==> src/logic/wdt_defines.svh <==
// Constants of the watchdog control block.
// Assumes inclusion by bare name; definitions only.
`ifndef WDT_DEFINES_SVH
`define WDT_DEFINES_SVH
`define WDT_BIT_UNLOCK   0
`define WDT_BIT_ENABLE   1
`define WDT_BIT_FLAG     2
`define WDT_BIT_IRQMODE  3
`define WDT_SEL_LSB      4
`define WDT_SEL_MSB      7
`define WDT_CTRL_RESET   8'h10
`define WDT_SEL_MAXCODE  4'h7
`define WDT_SEL_IMMED    4'h8
`define WDT_CLK_HZ       50000000
`define WDT_TB_HZ        32768
`define WDT_TB_DIV       (`WDT_CLK_HZ / `WDT_TB_HZ)
`define WDT_BASE_TICKS   16'h0200
`define WDT_CNT_W        16
`define WDT_DIV_W        11
`endif

==> src/logic/wdt_pkg.sv <==
// Types of the watchdog control block.
// Assumes no surroundings.
package wdt_pkg;
  typedef enum logic [1:0] {
    WDT_IDLE,
    WDT_RUN,
    WDT_FIRE
  } wdt_state_e;
  typedef logic [15:0] wdt_cnt_t;
endpackage

==> src/logic/wdt_control.sv <==
// Watchdog timer with locked control register.
// Assumes a core that writes one byte per write strobe.
// Overview of operation
// - Codes 0-7 select doubling periods, 15.6-2000ms
// - Code 8 resets at once; above 8 reserved
// - Interrupt mode raises interrupt, else reset
// - Watchdog interrupt ignores global enable
// - Any timeout sets status flag
// - Flag cleared by written zero or hardware reset
// - Writing enable one restarts counter
// - Missing refresh before period causes action
// - Enable cleared by zero, reset, supply monitor
// - Write accepted only right after unlock
// - 16-bit counter ticked at 32.768 kHz
`timescale 1ns/1ps
`default_nettype none
`include "wdt_defines.svh"
module wdt_control
  import wdt_pkg::*;
(
  // Clock and reset
  input  wire logic       CORE_CLK,
  input  wire logic       RESET,
  // Register access
  input  wire logic       CTRL_WR,
  input  wire logic [7:0] CTRL_WDATA,
  input  wire logic       INSTR_DONE,
  output logic      [7:0] CTRL_RDATA,
  // System events
  input  wire logic       SUPPLY_MONITOR_IRQ,
  input  wire logic       GLOBAL_IRQ_ENABLE,
  output logic            WDT_IRQ,
  output logic            WDT_SYS_RESET
);
  logic [3:0] sel_reg, sel_next;
  logic       irqm_reg, irqm_next;
  logic       flag_reg, flag_next;
  logic       en_reg, en_next;
  logic       unl_reg, unl_next;
  logic       arm_reg, arm_next;
  logic       irq_reg, irq_next;
  logic       srst_reg, srst_next;
  wdt_cnt_t   cnt_reg, cnt_next;
  wdt_state_e st_reg, st_next;
  logic       tick;
  logic       wr_ok;
  logic       restart;
  logic       expire;
  wdt_cnt_t   limit;

  // Period = 2^sel * 512 ticks
  assign limit = wdt_cnt_t'(`WDT_BASE_TICKS << sel_reg[2:0]);
  assign wr_ok = CTRL_WR && arm_reg;
  assign restart = wr_ok && CTRL_WDATA[`WDT_BIT_ENABLE];

  wdt_timebase u_tb (
    .clk   (CORE_CLK),
    .rst   (RESET),
    .clear (restart),
    .tick  (tick)
  );

  // Expiry when counter reaches selected limit
  assign expire = en_reg && !restart && tick &&
                  (sel_reg <= `WDT_SEL_MAXCODE) &&
                  (cnt_reg == limit - wdt_cnt_t'(1));

  always_comb begin
    sel_next  = sel_reg;
    irqm_next = irqm_reg;
    flag_next = flag_reg;
    en_next   = en_reg;
    unl_next  = unl_reg;
    arm_next  = arm_reg;
    cnt_next  = cnt_reg;
    st_next   = st_reg;
    irq_next  = 1'b0;
    srst_next = 1'b0;
    // Unlock arms at its own instruction end, lives one instruction
    if (CTRL_WR && !arm_reg && CTRL_WDATA[`WDT_BIT_UNLOCK]) begin
      unl_next = 1'b1;
    end
    if (INSTR_DONE) begin
      arm_next = unl_next;
      unl_next = 1'b0;
    end
    if (wr_ok) begin
      sel_next  = CTRL_WDATA[`WDT_SEL_MSB:`WDT_SEL_LSB];
      irqm_next = CTRL_WDATA[`WDT_BIT_IRQMODE];
      en_next   = CTRL_WDATA[`WDT_BIT_ENABLE];
      arm_next  = 1'b0;
      unl_next  = 1'b0;
      if (!CTRL_WDATA[`WDT_BIT_FLAG]) begin
        flag_next = 1'b0;
      end
    end
    if (restart) begin
      cnt_next = '0;
    end else if (en_reg && tick) begin
      cnt_next = cnt_reg + wdt_cnt_t'(1);
    end
    case (st_reg)
      WDT_IDLE: if (en_next) st_next = WDT_RUN;
      WDT_RUN: begin
        if (!en_next) begin
          st_next = WDT_IDLE;
        end else if (expire) begin
          st_next = WDT_FIRE;
        end
      end
      WDT_FIRE: st_next = en_next ? WDT_RUN : WDT_IDLE;
      default: st_next = WDT_IDLE;
    endcase
    if (expire) begin
      flag_next = 1'b1;
      cnt_next  = '0;
      if (irqm_reg) begin
        irq_next = 1'b1;
      end else begin
        srst_next = 1'b1;
        en_next   = 1'b0;
      end
    end
    // Code 8 resets at once, whatever the enable
    if (sel_reg == `WDT_SEL_IMMED && !srst_reg) begin
      srst_next = 1'b1;
      flag_next = 1'b1;
      en_next   = 1'b0;
    end
    if (SUPPLY_MONITOR_IRQ) begin
      en_next = 1'b0;
      if (st_next == WDT_RUN) st_next = WDT_IDLE;
    end
  end

  // Watchdog reset keeps flag, period and mode but clears enable; RESET clears all but the period code, which loads 1
  always_ff @(posedge CORE_CLK) begin
    if (RESET) begin
      sel_reg  <= 4'(`WDT_CTRL_RESET >> `WDT_SEL_LSB);
      irqm_reg <= 1'b0;
      flag_reg <= 1'b0;
      en_reg   <= 1'b0;
      unl_reg  <= 1'b0;
      arm_reg  <= 1'b0;
      cnt_reg  <= '0;
      st_reg   <= WDT_IDLE;
      irq_reg  <= 1'b0;
      srst_reg <= 1'b0;
    end else begin
      sel_reg  <= sel_next;
      irqm_reg <= irqm_next;
      flag_reg <= flag_next;
      en_reg   <= en_next;
      unl_reg  <= unl_next;
      arm_reg  <= arm_next;
      cnt_reg  <= cnt_next;
      st_reg   <= st_next;
      irq_reg  <= irq_next;
      srst_reg <= srst_next;
    end
  end

  // Not gated by global enable; fixed high priority
  assign WDT_IRQ = irq_reg;
  assign WDT_SYS_RESET = srst_reg;
  // Bit 0 reads back an unlock still pending or armed
  assign CTRL_RDATA = {sel_reg, irqm_reg, flag_reg, en_reg,
                       unl_reg | arm_reg};

  property p_wr_locked;
    @(posedge CORE_CLK) disable iff (RESET)
      (CTRL_WR && !arm_reg && !CTRL_WDATA[`WDT_BIT_UNLOCK])
        |=> $stable(sel_reg) && $stable(irqm_reg);
  endproperty
  a_wr_locked: assert property (p_wr_locked)
    else $error("Locked write changed settings");

  property p_arm_drop;
    @(posedge CORE_CLK) disable iff (RESET)
      (INSTR_DONE && arm_reg && !CTRL_WR) |=> !arm_reg;
  endproperty
  a_arm_drop: assert property (p_arm_drop)
    else $error("Unlock outlived the next instruction");

  property p_refresh;
    @(posedge CORE_CLK) disable iff (RESET)
      restart |=> cnt_reg == '0 &&
        (en_reg || $past(SUPPLY_MONITOR_IRQ) ||
         $past(sel_reg) == `WDT_SEL_IMMED);
  endproperty
  a_refresh: assert property (p_refresh)
    else $error("Refresh did not clear counter");

  property p_flag_set;
    @(posedge CORE_CLK) disable iff (RESET)
      expire |=> flag_reg;
  endproperty
  a_flag_set: assert property (p_flag_set)
    else $error("Timeout did not set flag");

  property p_flag_hold;
    @(posedge CORE_CLK) disable iff (RESET)
      (flag_reg && !wr_ok) |=> flag_reg;
  endproperty
  a_flag_hold: assert property (p_flag_hold)
    else $error("Flag lost without write");

  property p_irq_mode;
    @(posedge CORE_CLK) disable iff (RESET)
      (expire && irqm_reg) |=> WDT_IRQ && !WDT_SYS_RESET && en_reg;
  endproperty
  a_irq_mode: assert property (p_irq_mode)
    else $error("Interrupt mode misbehaved");

  property p_rst_mode;
    @(posedge CORE_CLK) disable iff (RESET)
      (expire && !irqm_reg) |=> WDT_SYS_RESET && !en_reg;
  endproperty
  a_rst_mode: assert property (p_rst_mode)
    else $error("Reset mode misbehaved");

  property p_psm;
    @(posedge CORE_CLK) disable iff (RESET)
      SUPPLY_MONITOR_IRQ |=> !en_reg;
  endproperty
  a_psm: assert property (p_psm)
    else $error("Supply monitor left enable set");

  property p_immed;
    @(posedge CORE_CLK) disable iff (RESET)
      (sel_reg == `WDT_SEL_IMMED) |-> ##[0:1] WDT_SYS_RESET;
  endproperty
  a_immed: assert property (p_immed)
    else $error("Code eight gave no reset");

  property p_periodic;
    @(posedge CORE_CLK) disable iff (RESET)
      (expire && irqm_reg) |=> cnt_reg == '0;
  endproperty
  a_periodic: assert property (p_periodic)
    else $error("Counter not restarted");
endmodule
`default_nettype wire

==> src/logic/wdt_timebase.sv <==
// Divider making the 32.768 kHz watchdog tick from the core clock.
// Assumes CORE_CLK at 50 MHz; clear restarts the phase.
`timescale 1ns/1ps
`default_nettype none
`include "wdt_defines.svh"
module wdt_timebase
  import wdt_pkg::*;
(
  // Clock and reset
  input  wire logic clk,
  input  wire logic rst,
  // Control
  input  wire logic clear,
  // Tick out
  output logic      tick
);
  logic [`WDT_DIV_W-1:0] div_reg;
  logic [`WDT_DIV_W-1:0] div_next;
  // Rounds down; tick rate sits a hair above nominal
  localparam logic [`WDT_DIV_W-1:0] DIV_LAST =
    `WDT_DIV_W'(`WDT_TB_DIV - 1);

  always_comb begin
    div_next = div_reg + `WDT_DIV_W'(1);
    if (clear || div_reg == DIV_LAST) begin
      div_next = '0;
    end
  end

  always_ff @(posedge clk) begin
    if (rst) begin
      div_reg <= '0;
    end else begin
      div_reg <= div_next;
    end
  end

  assign tick = (div_reg == DIV_LAST) && !clear;
endmodule
`default_nettype wire
==> config.mk <==
export PLATFORM = sky130hd
export DESIGN_NAME = wdt_control
export DESIGN_NICKNAME = d
export VERILOG_FILES = /design/src/logic/wdt_pkg.sv /design/src/logic/wdt_control.sv /design/src/logic/wdt_timebase.sv
export VERILOG_INCLUDE_DIRS = /design/src /design/src/logic
export SDC_FILE = /design/constraint.sdc
export NUM_CORES = 1
export LEC_CHECK = 0
export BUFFER_PORTS_ARGS = -buffer_cell sky130_fd_sc_hd__buf_2
export CORE_MARGIN = 8
export CORE_UTILIZATION = 45
export CTS_BUF_LIST = sky130_fd_sc_hd__clkbuf_4
export DETAILED_ROUTE_END_ITERATION = 10
export PLACE_DENSITY = 0.68
export REMOVE_ABC_BUFFERS = 1
export SLEW_MARGIN = 20
export SYNTH_ARGS = -nofsm -noshare
export SYNTH_HDL_FRONTEND = slang
export SYNTH_HIERARCHICAL = 1
export SYNTH_SLANG_ARGS = --single-unit
==> constraint.sdc <==
create_clock -name CORE_CLK -period 3.21 [get_ports CORE_CLK]
set_input_delay 0.4815 -clock CORE_CLK [delete_from_list [all_inputs] [get_ports CORE_CLK]]
set_output_delay 0.4815 -clock CORE_CLK [all_outputs]
set_load 0.005 [all_outputs]
==> results of run 1 <==
==> routing by layer <==
metal | GRT usage | vias up
met1 | 0.1434 | 759
li1 | - | 859
met5 | 0 | -
met4 | 0.07719 | 0
met2 | 0.2013 | 12
met3 | 0.02922 | 8
==> cell families after synthesis <==
group / synth area share
buffers and inverters: 0.05009
AO/OA/AOI/OAI: 0.1179
adder cells (fa/ha/maj): 0.02537
flip-flops: 0.3855
XOR/XNOR: 0.1021
AND/OR/NAND/NOR: 0.3190
==> Yosys cell counts, drive strengths merged <==
cell	n
dfxtp	38
nor2	26
nand2	25
xnor2	13
a21oi	12
nand3	10
xor2	10
nand4	8
nor3	8
inv	7
buf	6
clkbuf	6
o211ai	6
o21ai	6
nor3b	5
or3	5
and3	4
ha	4
nor4	4
a31oi	3
and2	3
and4	3
nand2b	3
or2	3
a211oi	2
nand3b	2
nor2b	2
or4	2
a41o	1
and4b	1
o211a	1
o221a	1
o31a	1
o31ai	1
o32ai	1
or3b	1
==> final cells by class <==
| class | count | area (µm²) |
|---|---|---|
| repair buffers | 24 | 125.1 |
| flip-flops and latches | 38 | 760.7 |
| well taps | 52 | 65.06 |
| inverters | 7 | 26.28 |
| multi-input cells | 177 | 1114 |
| fillers | 436 | 2155 |
| clock inverters | 3 | 11.26 |
| clock buffers | 5 | 37.54 |
==> placed cells by master (no fill, tap or decap), types with 2 or more instances in the layout <==
cell / count
dfxtp_1: 38
nor2_1: 26
nand2_1: 25
buf_2: 22
xnor2_1: 13
a21oi_1: 12
xor2_1: 10
nand3_1: 9
nand4_1: 8
nor3_1: 8
inv_1: 7
o21ai_0: 6
o211ai_1: 5
nor3b_1: 5
clkbuf_4: 5
and3_1: 4
or3_1: 4
ha_1: 4
or2_2: 3
and4_1: 3
nor4_1: 3
a31oi_1: 3
clkinv_1: 3
nand2b_1: 2
and2_1: 2
nor2b_1: 2
nand3b_1: 2
buf_4: 2
a211oi_1: 2
or4_1: 2
==> power by group <==
| part | leakage, nW | total, mW | switching [mW] | internal [mW] |
|---|---|---|---|---|
| combinational | 0.457 | 0.0580 | 0.0317 | 0.0263 |
| sequential | 0.307 | 0.490 | 0.0109 | 0.480 |
| clock | 0.0277 | 0.224 | 0.146 | 0.0780 |
==> critical path, delay by kind of cell (launching register included) <==
kind / cells / cell delay [ps]
AND/OR/NAND/NOR: 7 / 1530
flip-flops: 1 / 450
AO/OA/AOI/OAI: 1 / 350
==> how the worst max path moves through the flow <==
| stage | cells past startpoint | from | to |
|---|---|---|---|
| after global routing | 8 | u_tb/div_reg[2] | cnt_reg[3] |
| after detailed placement | 10 | u_tb/div_reg[0] | cnt_reg[11] |
| after global placement | 10 | u_tb/div_reg[0] | cnt_reg[13] |
| final | 8 | u_tb/div_reg[2] | cnt_reg[0] |
| after CTS | 10 | u_tb/div_reg[0] | cnt_reg[0] |
| after floorplan | 10 | u_tb/div_reg[0] | cnt_reg[0] |
==> run metrics, run 1 <==
# setup viols final=0; Syn Area/Cell=8.432 µm²; met2 wire length=1847 µm; TritonCTS buffer count=5; Placeable Area=4294 µm²; Final HPWL DP=2853 µm; DR iter-0 viols=82; worst-case clock buffer depth=2; Root Buffer=clkbuf_4; reg2reg path depth=8; worst r2r src=u_tb/div_reg[2]; post-CTS resize count=0; Slew @ Worst Pin=407.4 ps; Fmax achieved=0.4102 GHz; Synth top area share=0.3855; Critical Path AT=2670 ps; number of I/O pins=24; leakage power=0.7920 nW; Worst R2R End=cnt_reg[0]; crit-path cells=nand3b_1 -> nor4_4 -> nor2b_1 -> and4_1 -> and4_1 -> and3_1 -> a41o_2 -> nor2_1; first-pass GRT wire length=6513 µm; area grow syn2layout=8.434%; MaxCap Viol Count=0; Final nets=271; Top Metal Used=met4; Final Cell Area=2140 µm²; FF+latch count, synth=38; Post-Place Worst Slack=763.7 ps; r2r setup slk=770 ps; synth top area cells=dfxtp_1, xnor2_1, nor2_1; Finished Core Util=0.4983; drt pass-1 iters=4; critical path type=reg2reg; final worst setup slack=772.1 ps; Final min period=2438 ps; DRC=0; grt ovf=0; slew margin rel.=0.7281; Mapped Area=1973 µm²; Setup Buffers After CTS=0; biggest cell delay along the critical path=450 ps; CP dominant cell by count=and4_1; hold path start=INSTR_DONE; TNS Setup=0 ps; Required @ worst endpoint=3440 ps; YS warnings=6; starting density of the core=0.4595; ant diodes=0; register area share after synthesis=0.3855; share of layout cells above drive strength 1=0.1614; Critical Path Source Type=flip-flop; largest net degree at the start of global routing=16; PwrDens=361.0 nW/µm²; Hold WS=329.5 ps; wire per inst=12.40 µm; Final Hold Vio Count=0; status=finished, final reports clean; vias in the first global route=1,487; DP Area=2091 µm²; Peak VDD IR=0.0002251 V; Post-CTS Hold Buffers=0; Slowest-stage cell, CP=dfxtp_1; clock sink count=38; clk_lat worst skew=340 ps; cell taking the most area after synthesis=dfxtp_1; Metal-1 WL=1745 µm; placed insts=298; DR vias=1,638; DR vias/cell=5.353; Die Footprint=6759 µm²; Pwr Total=772.4 µW; initial antenna violation count=0; Worst Hold End=unl_reg; H-Tree Depth=2; max FFs per register=16; antenna viol nets, final=0; Max Slew Vio Count=0; row cnt=24; Layout Skew=13.33 ps; I/O Buffers=22; Critical Path Fanout Max=12; Die Span X=82.22 µm; number of cells produced by synthesis=234; Die Y-Extent=82.22 µm; Final GP Congestion=0.8135; final worst-path cycle share=0.7595; final WL=3794 µm; Distinct cells, synth=44; hold path cells=2; met3 wire length=113 µm; CTS tree=built; GR Util All Layers=0.1237; HP Class=in2reg; Critical Path Sink Type=flip-flop; RSZ-0062 raised after global routing=no; Reg clk slew, reported paths=100 ps; Post-Layout Cell Count=306
No activity file was read; power rests on OpenSTA's default activity.
==> run 2, diff against run 1 <==
- PLACE_DENSITY: 0.68 -> 0.71
- clock period: 3.21 -> 2.2 ns (I/O delays scaled with it)
==> run 2 against run 1 <==
  * Sequential cell count did not move
  * Cell count increased by 6.2%
  * Setup slack lost 760 ps
  * Die area did not move
  * Non-clock buffer count increased by 19
  * Combinational power grew 110%
  * Sequential share of layout area shrank 3.8 points
  * Critical path type unchanged
  * Largest cell class unchanged
  * Largest power group unchanged
==> run metrics, run 2 (synthesis gave the netlist of run 1 again) <==
status=finished, final reports clean (unchanged); Required @ worst endpoint=2470 ps (was 3440 ps); Finished Core Util=0.5624 (was 0.4983); Die Y-Extent=82.22 µm (unchanged); Final GP Congestion=0.7610 (was 0.8135); DRC=0 (unchanged); Slew @ Worst Pin=333.2 ps (was 407.4 ps); leakage power=0.9231 nW (was 0.7920 nW); antenna viol nets, final=0 (unchanged); Final Hold Vio Count=0 (unchanged); TritonCTS buffer count=5 (unchanged); grt ovf=0 (unchanged); Placeable Area=4294 µm² (unchanged); Final min period=2185 ps (was 2438 ps); r2r setup slk=10 ps (was 770 ps); ant diodes=0 (unchanged); largest net degree at the start of global routing=16 (unchanged); initial antenna violation count=0 (unchanged); clock sink count=38 (unchanged); wire per inst=12.71 µm (was 12.40 µm); final worst-path cycle share=0.9932 (was 0.7595); slew margin rel.=0.7758 (was 0.7281); DR iter-0 viols=137 (was 82); Final nets=290 (was 271); Setup crit end=en_reg (was cnt_reg[0]); clk_lat worst skew=360 ps (was 340 ps); DR vias=1,718 (was 1,638); worst r2r src=u_tb/div_reg[1] (was u_tb/div_reg[2]); filler instances=413 (was 436); number of I/O pins=24 (unchanged); Die Footprint=6759 µm² (unchanged); Die Span X=82.22 µm (unchanged); HP Class=in2reg (unchanged); vias in the first global route=1,662 (was 1,487); MaxCap Viol Count=0 (unchanged); drt pass-1 iters=4 (unchanged); I/O Buffers=22 (unchanged); starting density of the core=0.4595 (unchanged); RSZ-0062 raised after global routing=yes (was no); H-Tree Depth=2 (unchanged); share of layout cells above drive strength 1=0.2784 (was 0.1614); Sequential Area=765.7 µm² (was 760.7 µm²); Peak VDD IR=0.0003278 V (was 0.0002251 V); Fmax achieved=0.4577 GHz (was 0.4102 GHz); Hold WS=146.6 ps (was 329.5 ps); critical path startpoint=u_tb/div_reg[1] (was u_tb/div_reg[2]); Critical Path Fanout Max=3 (was 12); Pwr Total=1.438 mW (was 772.4 µW); max FFs per register=16 (unchanged); Max Slew Vio Count=0 (unchanged); Root Buffer=clkbuf_4 (unchanged); GR Util All Layers=0.1357 (was 0.1237); placed insts=313 (was 298); critical path type=reg2reg (unchanged); Layout Skew=18.29 ps (was 13.33 ps); DR vias/cell=5.286 (was 5.353); final WL=4132 µm (was 3794 µm); area occupied by multi-input gates=1184 µm² (was 1114 µm²); Critical Path Sink Type=flip-flop (unchanged); # setup viols final=0 (unchanged); Worst R2R End=en_reg (was cnt_reg[0]); Critical Path AT=2460 ps (was 2670 ps); PwrDens=595.4 nW/µm² (was 361.0 nW/µm²); Reg clk slew, reported paths=130 ps (was 100 ps); first-pass GRT wire length=7258 µm (was 6513 µm); most common cell after layout, fill and taps aside=dfxtp_1 (unchanged); row cnt=24 (unchanged); most frequent cells in the layout=dfxtp_1, nand2_1, nor2_1, buf_2, buf_4 (was dfxtp_1, nor2_1, nand2_1, buf_2, xnor2_1); CTS tree=built (unchanged); worst-case clock buffer depth=2 (unchanged); Post-Layout Cell Count=325 (was 306); Final HPWL DP=3033 µm (was 2853 µm); reg2reg path depth=10 (was 8); area grow syn2layout=22.38% (was 8.434%); TNS Setup=0 ps (unchanged); Critical Path Source Type=flip-flop (unchanged)
## run 2: changes by cell type in the layout (fill, tap and decap cells not counted), sizes merged
cell / delta
buf: +19
bufinv: +2
clkinv: -2
## run 2: repair_timing
action / 4_1_cts / 5_1_grt
hold buffers: 0 / 0
setup endpoints to repair: 14 / 16
pin swaps: 5 / 10
resized for setup: 6 / 13
setup buffers: 2 / 2
## run 2: worst min path at each step
stage                     startpoint    endpoint  slack (ps)  depth (start not counted)
final                     INSTR_DONE     unl_reg         150                          2
after global routing      INSTR_DONE     unl_reg         140                          2
after CTS                 INSTR_DONE     unl_reg         130                          2
after detailed placement  cnt_reg[1]  cnt_reg[1]         470                          2
after global placement    cnt_reg[1]  cnt_reg[1]         460                          2
after floorplan                RESET    irqm_reg         400                          1
## run 2: worst max-delay path, stage by stage, from the launching register on
cell      delay (ps)
dfxtp_2          340
inv_2             60
ha_4             140
nand2b_4          60
nor4_4           290
nor2b_4          190
and4_1           200
and4_1           210
and3_4           200
nand4_1          170
o211a_1          250
## run 2: routing by layer
layer  GRT usage  vias up  share of wire
li1            -      894              -
met5           0        -              0
met1      0.1654      786           0.48
met4     0.08070        0          0.021
met2      0.2161       31           0.45
met3     0.02706        7          0.048
## run 2: where the power goes
group	switching, mW	total [mW]	leakage (nW)	internal (mW)
combinational	0.0623	0.122	0.559	0.0596
sequential	0.00952	0.710	0.309	0.701
clock	0.250	0.606	0.0554	0.355
## run 2: area by class of cell
cell class                      instances  area share
Multi-Input combinational cell        177      0.4902
Sequential cell                        38      0.3171
Clock inverter                          3     0.02850
Clock buffer                            5     0.01554
Tap cell                               52     0.02694
Inverter                                7     0.01088
Timing Repair Buffer                   43      0.1109
## run 2: metrics by stage
step | area (µm²) | worst slack, ps
final | 2415 | 14.92
after global routing | 2415 | -77.83
after CTS | 2349 | 11.36
after detailed placement | 2203 | -52.97
after global placement | 2203 | -8.066
after floorplan | 1901 | -231.2
==> run 3, diff against run 2 <==
- SYNTH_HIERARCHICAL: 1 -> not set
==> run 3 against run 2 <==
  * Sequential power shrank 0.7%
  * Non-clock buffer count shrank 2
  * Highest routed layer unchanged
  * Total power shrank 20%
  * Sequential share of layout area grew 1.0 points
  * Critical path type unchanged
  * Clock skew shrank 11 ps
  * Critical path depth shrank 2
  * Largest cell class unchanged
  * Cell area shrank 3.5%
  * Synthesized cell count grew 1.7%
  * The run now ends with setup timing left
  * Routed wire length grew 4.4%
  * Hold slack gained 25 ps
  * Setup slack lost 170 ps
  * Via count grew 3.1%
==> run metrics, run 3 <==
first-pass GRT wire length=7596 µm (was 7258 µm); Max Slew Vio Count=0 (unchanged); Layout Skew=7.620 ps (was 18.29 ps); DR vias=1,772 (was 1,718); Slowest-stage cell, CP=or4_1 (was dfxtp_2); Hold WS=171.4 ps (was 146.6 ps); Die Span X=82.32 µm (was 82.22 µm); TNS Setup=-1354 ps (was 0 ps); area grow syn2layout=17.70% (was 22.38%); Reg clk slew, reported paths=110 ps (was 130 ps); most common cell after layout, fill and taps aside=dfxtp_1 (unchanged); Async SR Flop Fraction=0 (unchanged); P_sw=278.3 µW (was 322.1 µW); Post-Synth Adder-Cell Area=0.02528 (was 0.02536); crit-path cells=or3_4 -> ha_4 -> xnor2_1 -> or4_1 -> a311oi_2 -> buf_4 -> nand4_1 -> o21a_1 (was inv_2 -> ha_4 -> nand2b_4 -> nor4_4 -> nor2b_4 -> and4_1 -> and4_1 -> and3_4 -> nand4_1 -> o211a_1); HP Class=in2reg (unchanged); Post-CTS Hold Buffers=0 (unchanged); Die Y-Extent=82.32 µm (was 82.22 µm); H-Tree Depth=2 (unchanged); Final min period=2354 ps (was 2185 ps); Final nets=289 (was 290); ant diodes=0 (unchanged); Final Cell Area=2330 µm² (was 2415 µm²); MaxCap Viol Count=0 (unchanged); Slew @ Worst Pin=387.0 ps (was 333.2 ps); most frequent cells in the layout=dfxtp_1, nor2_1, buf_2, nand3_1, buf_4 (was dfxtp_1, nand2_1, nor2_1, buf_2, buf_4); Syn Area/Cell=8.317 µm² (was 8.432 µm²); critical path type=reg2reg (unchanged); number of cells produced by synthesis=238 (was 234); synth top area cells=dfxtp_1, xor2_1, xnor2_1 (was dfxtp_1, xnor2_1, nor2_1); DR iter-0 viols=118 (was 137); initial antenna violation count=0 (unchanged); part of the power in combinational logic=0.076 (was 0.085); post-synthesis mux area share=0.005057 (was 0); Placeable Area=4294 µm² (unchanged); cell taking the most area after synthesis=dfxtp_1 (unchanged); placed insts=315 (was 313); row cnt=24 (unchanged); antenna viol nets, final=0 (unchanged); Fmax achieved=0.4248 GHz (was 0.4577 GHz); Distinct cells, synth=46 (was 44); DRC=0 (unchanged); final worst setup slack=-154.1 ps (was 14.92 ps); Final GP Congestion=0.8223 (was 0.7610); wire per inst=13.31 µm (was 12.71 µm); largest net degree at the start of global routing=18 (was 16); top-count cell post-synth=dfxtp_1 (unchanged); prevailing post-synth register cell=dfxtp_1 (unchanged); Mapped Area=1979 µm² (was 1973 µm²); Critical Path Source Type=flip-flop (unchanged); combinational family with the most area after synthesis=simple AND/OR/NAND/NOR gates (unchanged); CTS tree=built (unchanged); Final HPWL DP=3071 µm (was 3033 µm); Die Footprint=6777 µm² (was 6759 µm²); Required @ worst endpoint=2440 ps (was 2470 ps); biggest cell delay along the critical path=410 ps (was 340 ps); final WL=4312 µm (was 4132 µm); Critical Path AT=2590 ps (was 2460 ps); Sw Ratio=0.2423 (was 0.2240); DP Area=2216 µm² (was 2203 µm²); XOR/XNOR share of the synthesized area=0.1106 (was 0.1021); Final Hold Vio Count=0 (unchanged); Internal=870.4 µW (was 1.116 mW); Compound-Gate Fraction of Synth Area=0.08091 (was 0.1179); YS warnings=0 (was 6); leakage power=0.8477 nW (was 0.9231 nW); Post-synth EDFFs=0 (unchanged); Post-Layout Cell Count=324 (was 325); clock share of power=0.311 (was 0.421); grt ovf=0 (unchanged); Flop pwr share=0.613 (was 0.494); Finished Core Util=0.5425 (was 0.5624); Post-Synth Simple-Gate Area=0.3375 (was 0.3190); Setup Buffers After CTS=0 (was 2); slew margin rel.=0.7400 (was 0.7758); max FFs per register=16 (unchanged); Pwr Total=1.149 mW (was 1.438 mW); DR vias/cell=5.469 (was 5.286); Post-Place Worst Slack=-344.4 ps (was -52.97 ps); GR Util All Layers=0.1402 (was 0.1357); top cells by count, synth=dfxtp_1, nor2_1, nand3_1 (was dfxtp_1, nor2_1, nand2_1); Synth top area share=0.3843 (was 0.3855); TritonCTS buffer count=5 (unchanged); share of layout cells above drive strength 1=0.2353 (was 0.2784); PwrDens=493.1 nW/µm² (was 595.4 nW/µm²); clock sink count=38 (unchanged); number of I/O pins=24 (unchanged); starting density of the core=0.4610 (was 0.4595); vias in the first global route=1,746 (was 1,662); Root Buffer=clkbuf_4 (unchanged); clk_lat worst skew=340 ps (was 360 ps); Critical Path Fanout Max=3 (unchanged); final worst-path cycle share=1.070 (was 0.9932); RSZ-0062 raised after global routing=yes (unchanged); FF+latch count, synth=38 (unchanged); worst-case clock buffer depth=2 (unchanged); Critical Path Sink Type=flip-flop (unchanged); I/O Buffers=22 (unchanged); register area share after synthesis=0.3843 (was 0.3855); violated checks=setup timing; drt pass-1 iters=4 (unchanged); status=finished, violations left (was finished, final reports clean); Peak VDD IR=0.0003467 V (was 0.0003278 V); # setup viols final=17 (was 0); filler instances=413 (unchanged)
[run 3: cell count changes after synthesis, moves of 3 or more]
cell,before,now
a31oi_1,3,0
nand2_1,25,13
or3_1,4,1
o21ai_0,6,2
xor2_1,10,14
nand4_1,8,12
nand4b_1,0,3
nand3_1,9,19
nor3_1,8,15
clkbuf_1,6,10
nand2b_1,2,5
[run 3: logic make-up after synthesis]
kind of cell | after synthesis
XOR/XNOR | 25
buffers and inverters | 24
adder cells (fa/ha/maj) | 4
flip-flops | 38
AND/OR/NAND/NOR | 121
multiplexers | 1
AO/OA/AOI/OAI | 25
[run 3: repair_timing]
item / CTS / global route
gates resized for setup: 9 / 2
setup endpoints to repair: 17 / 17
gates cloned: 1 / 0
pin swaps: 10 / 1
[run 3: routing by layer]
metal / vias up / share of wire / track usage
met5: - / 0 / 0
met4: 0 / 0.0093 / 0.05088
met3: 5 / 0.026 / 0.03247
met2: 13 / 0.52 / 0.2490
met1: 840 / 0.44 / 0.1594
li1: 914 / - / -
[run 3: final cells by class]
class,instances,area (µm²),share of cell area
inverters,8,30.03,0.01289
multi-input cells,177,1162,0.4989
repair buffers,41,256.5,0.1101
well taps,52,65.06,0.02793
flip-flops and latches,38,762.0,0.3271
clock inverters,2,8.758,0.003759
clock buffers,6,45.04,0.01933
[run 3: final timing paths]
kind                      to       startpoint  cells past startpoint  slack, ps
max reg2reg           en_reg       sel_reg[2]                      8       -150
min reg2reg  u_tb.div_reg[0]  u_tb.div_reg[0]                      1        480
max                   en_reg       sel_reg[2]                      8       -150
min                  unl_reg       INSTR_DONE                      2        170
[run 3: power groups by stage]
stage	Combinational, mW	Clock (mW)	Sequential, mW
floorplan	0.0396	0	0.721
detailed placement	0.0813	0	0.720
global route	0.101	0.403	0.707
global placement	0.0786	0	0.720
finish	0.0871	0.357	0.705
CTS	0.0864	0.372	0.705
[run 3: critical path, delay by kind of cell (launching register included)]
kind            cells  cell delay (ps)
fa+ha+maj           1              230
buf+inv             1              170
xor+xnor            1              110
compound gates      2              490
flops               1              320
simple gates        3              930
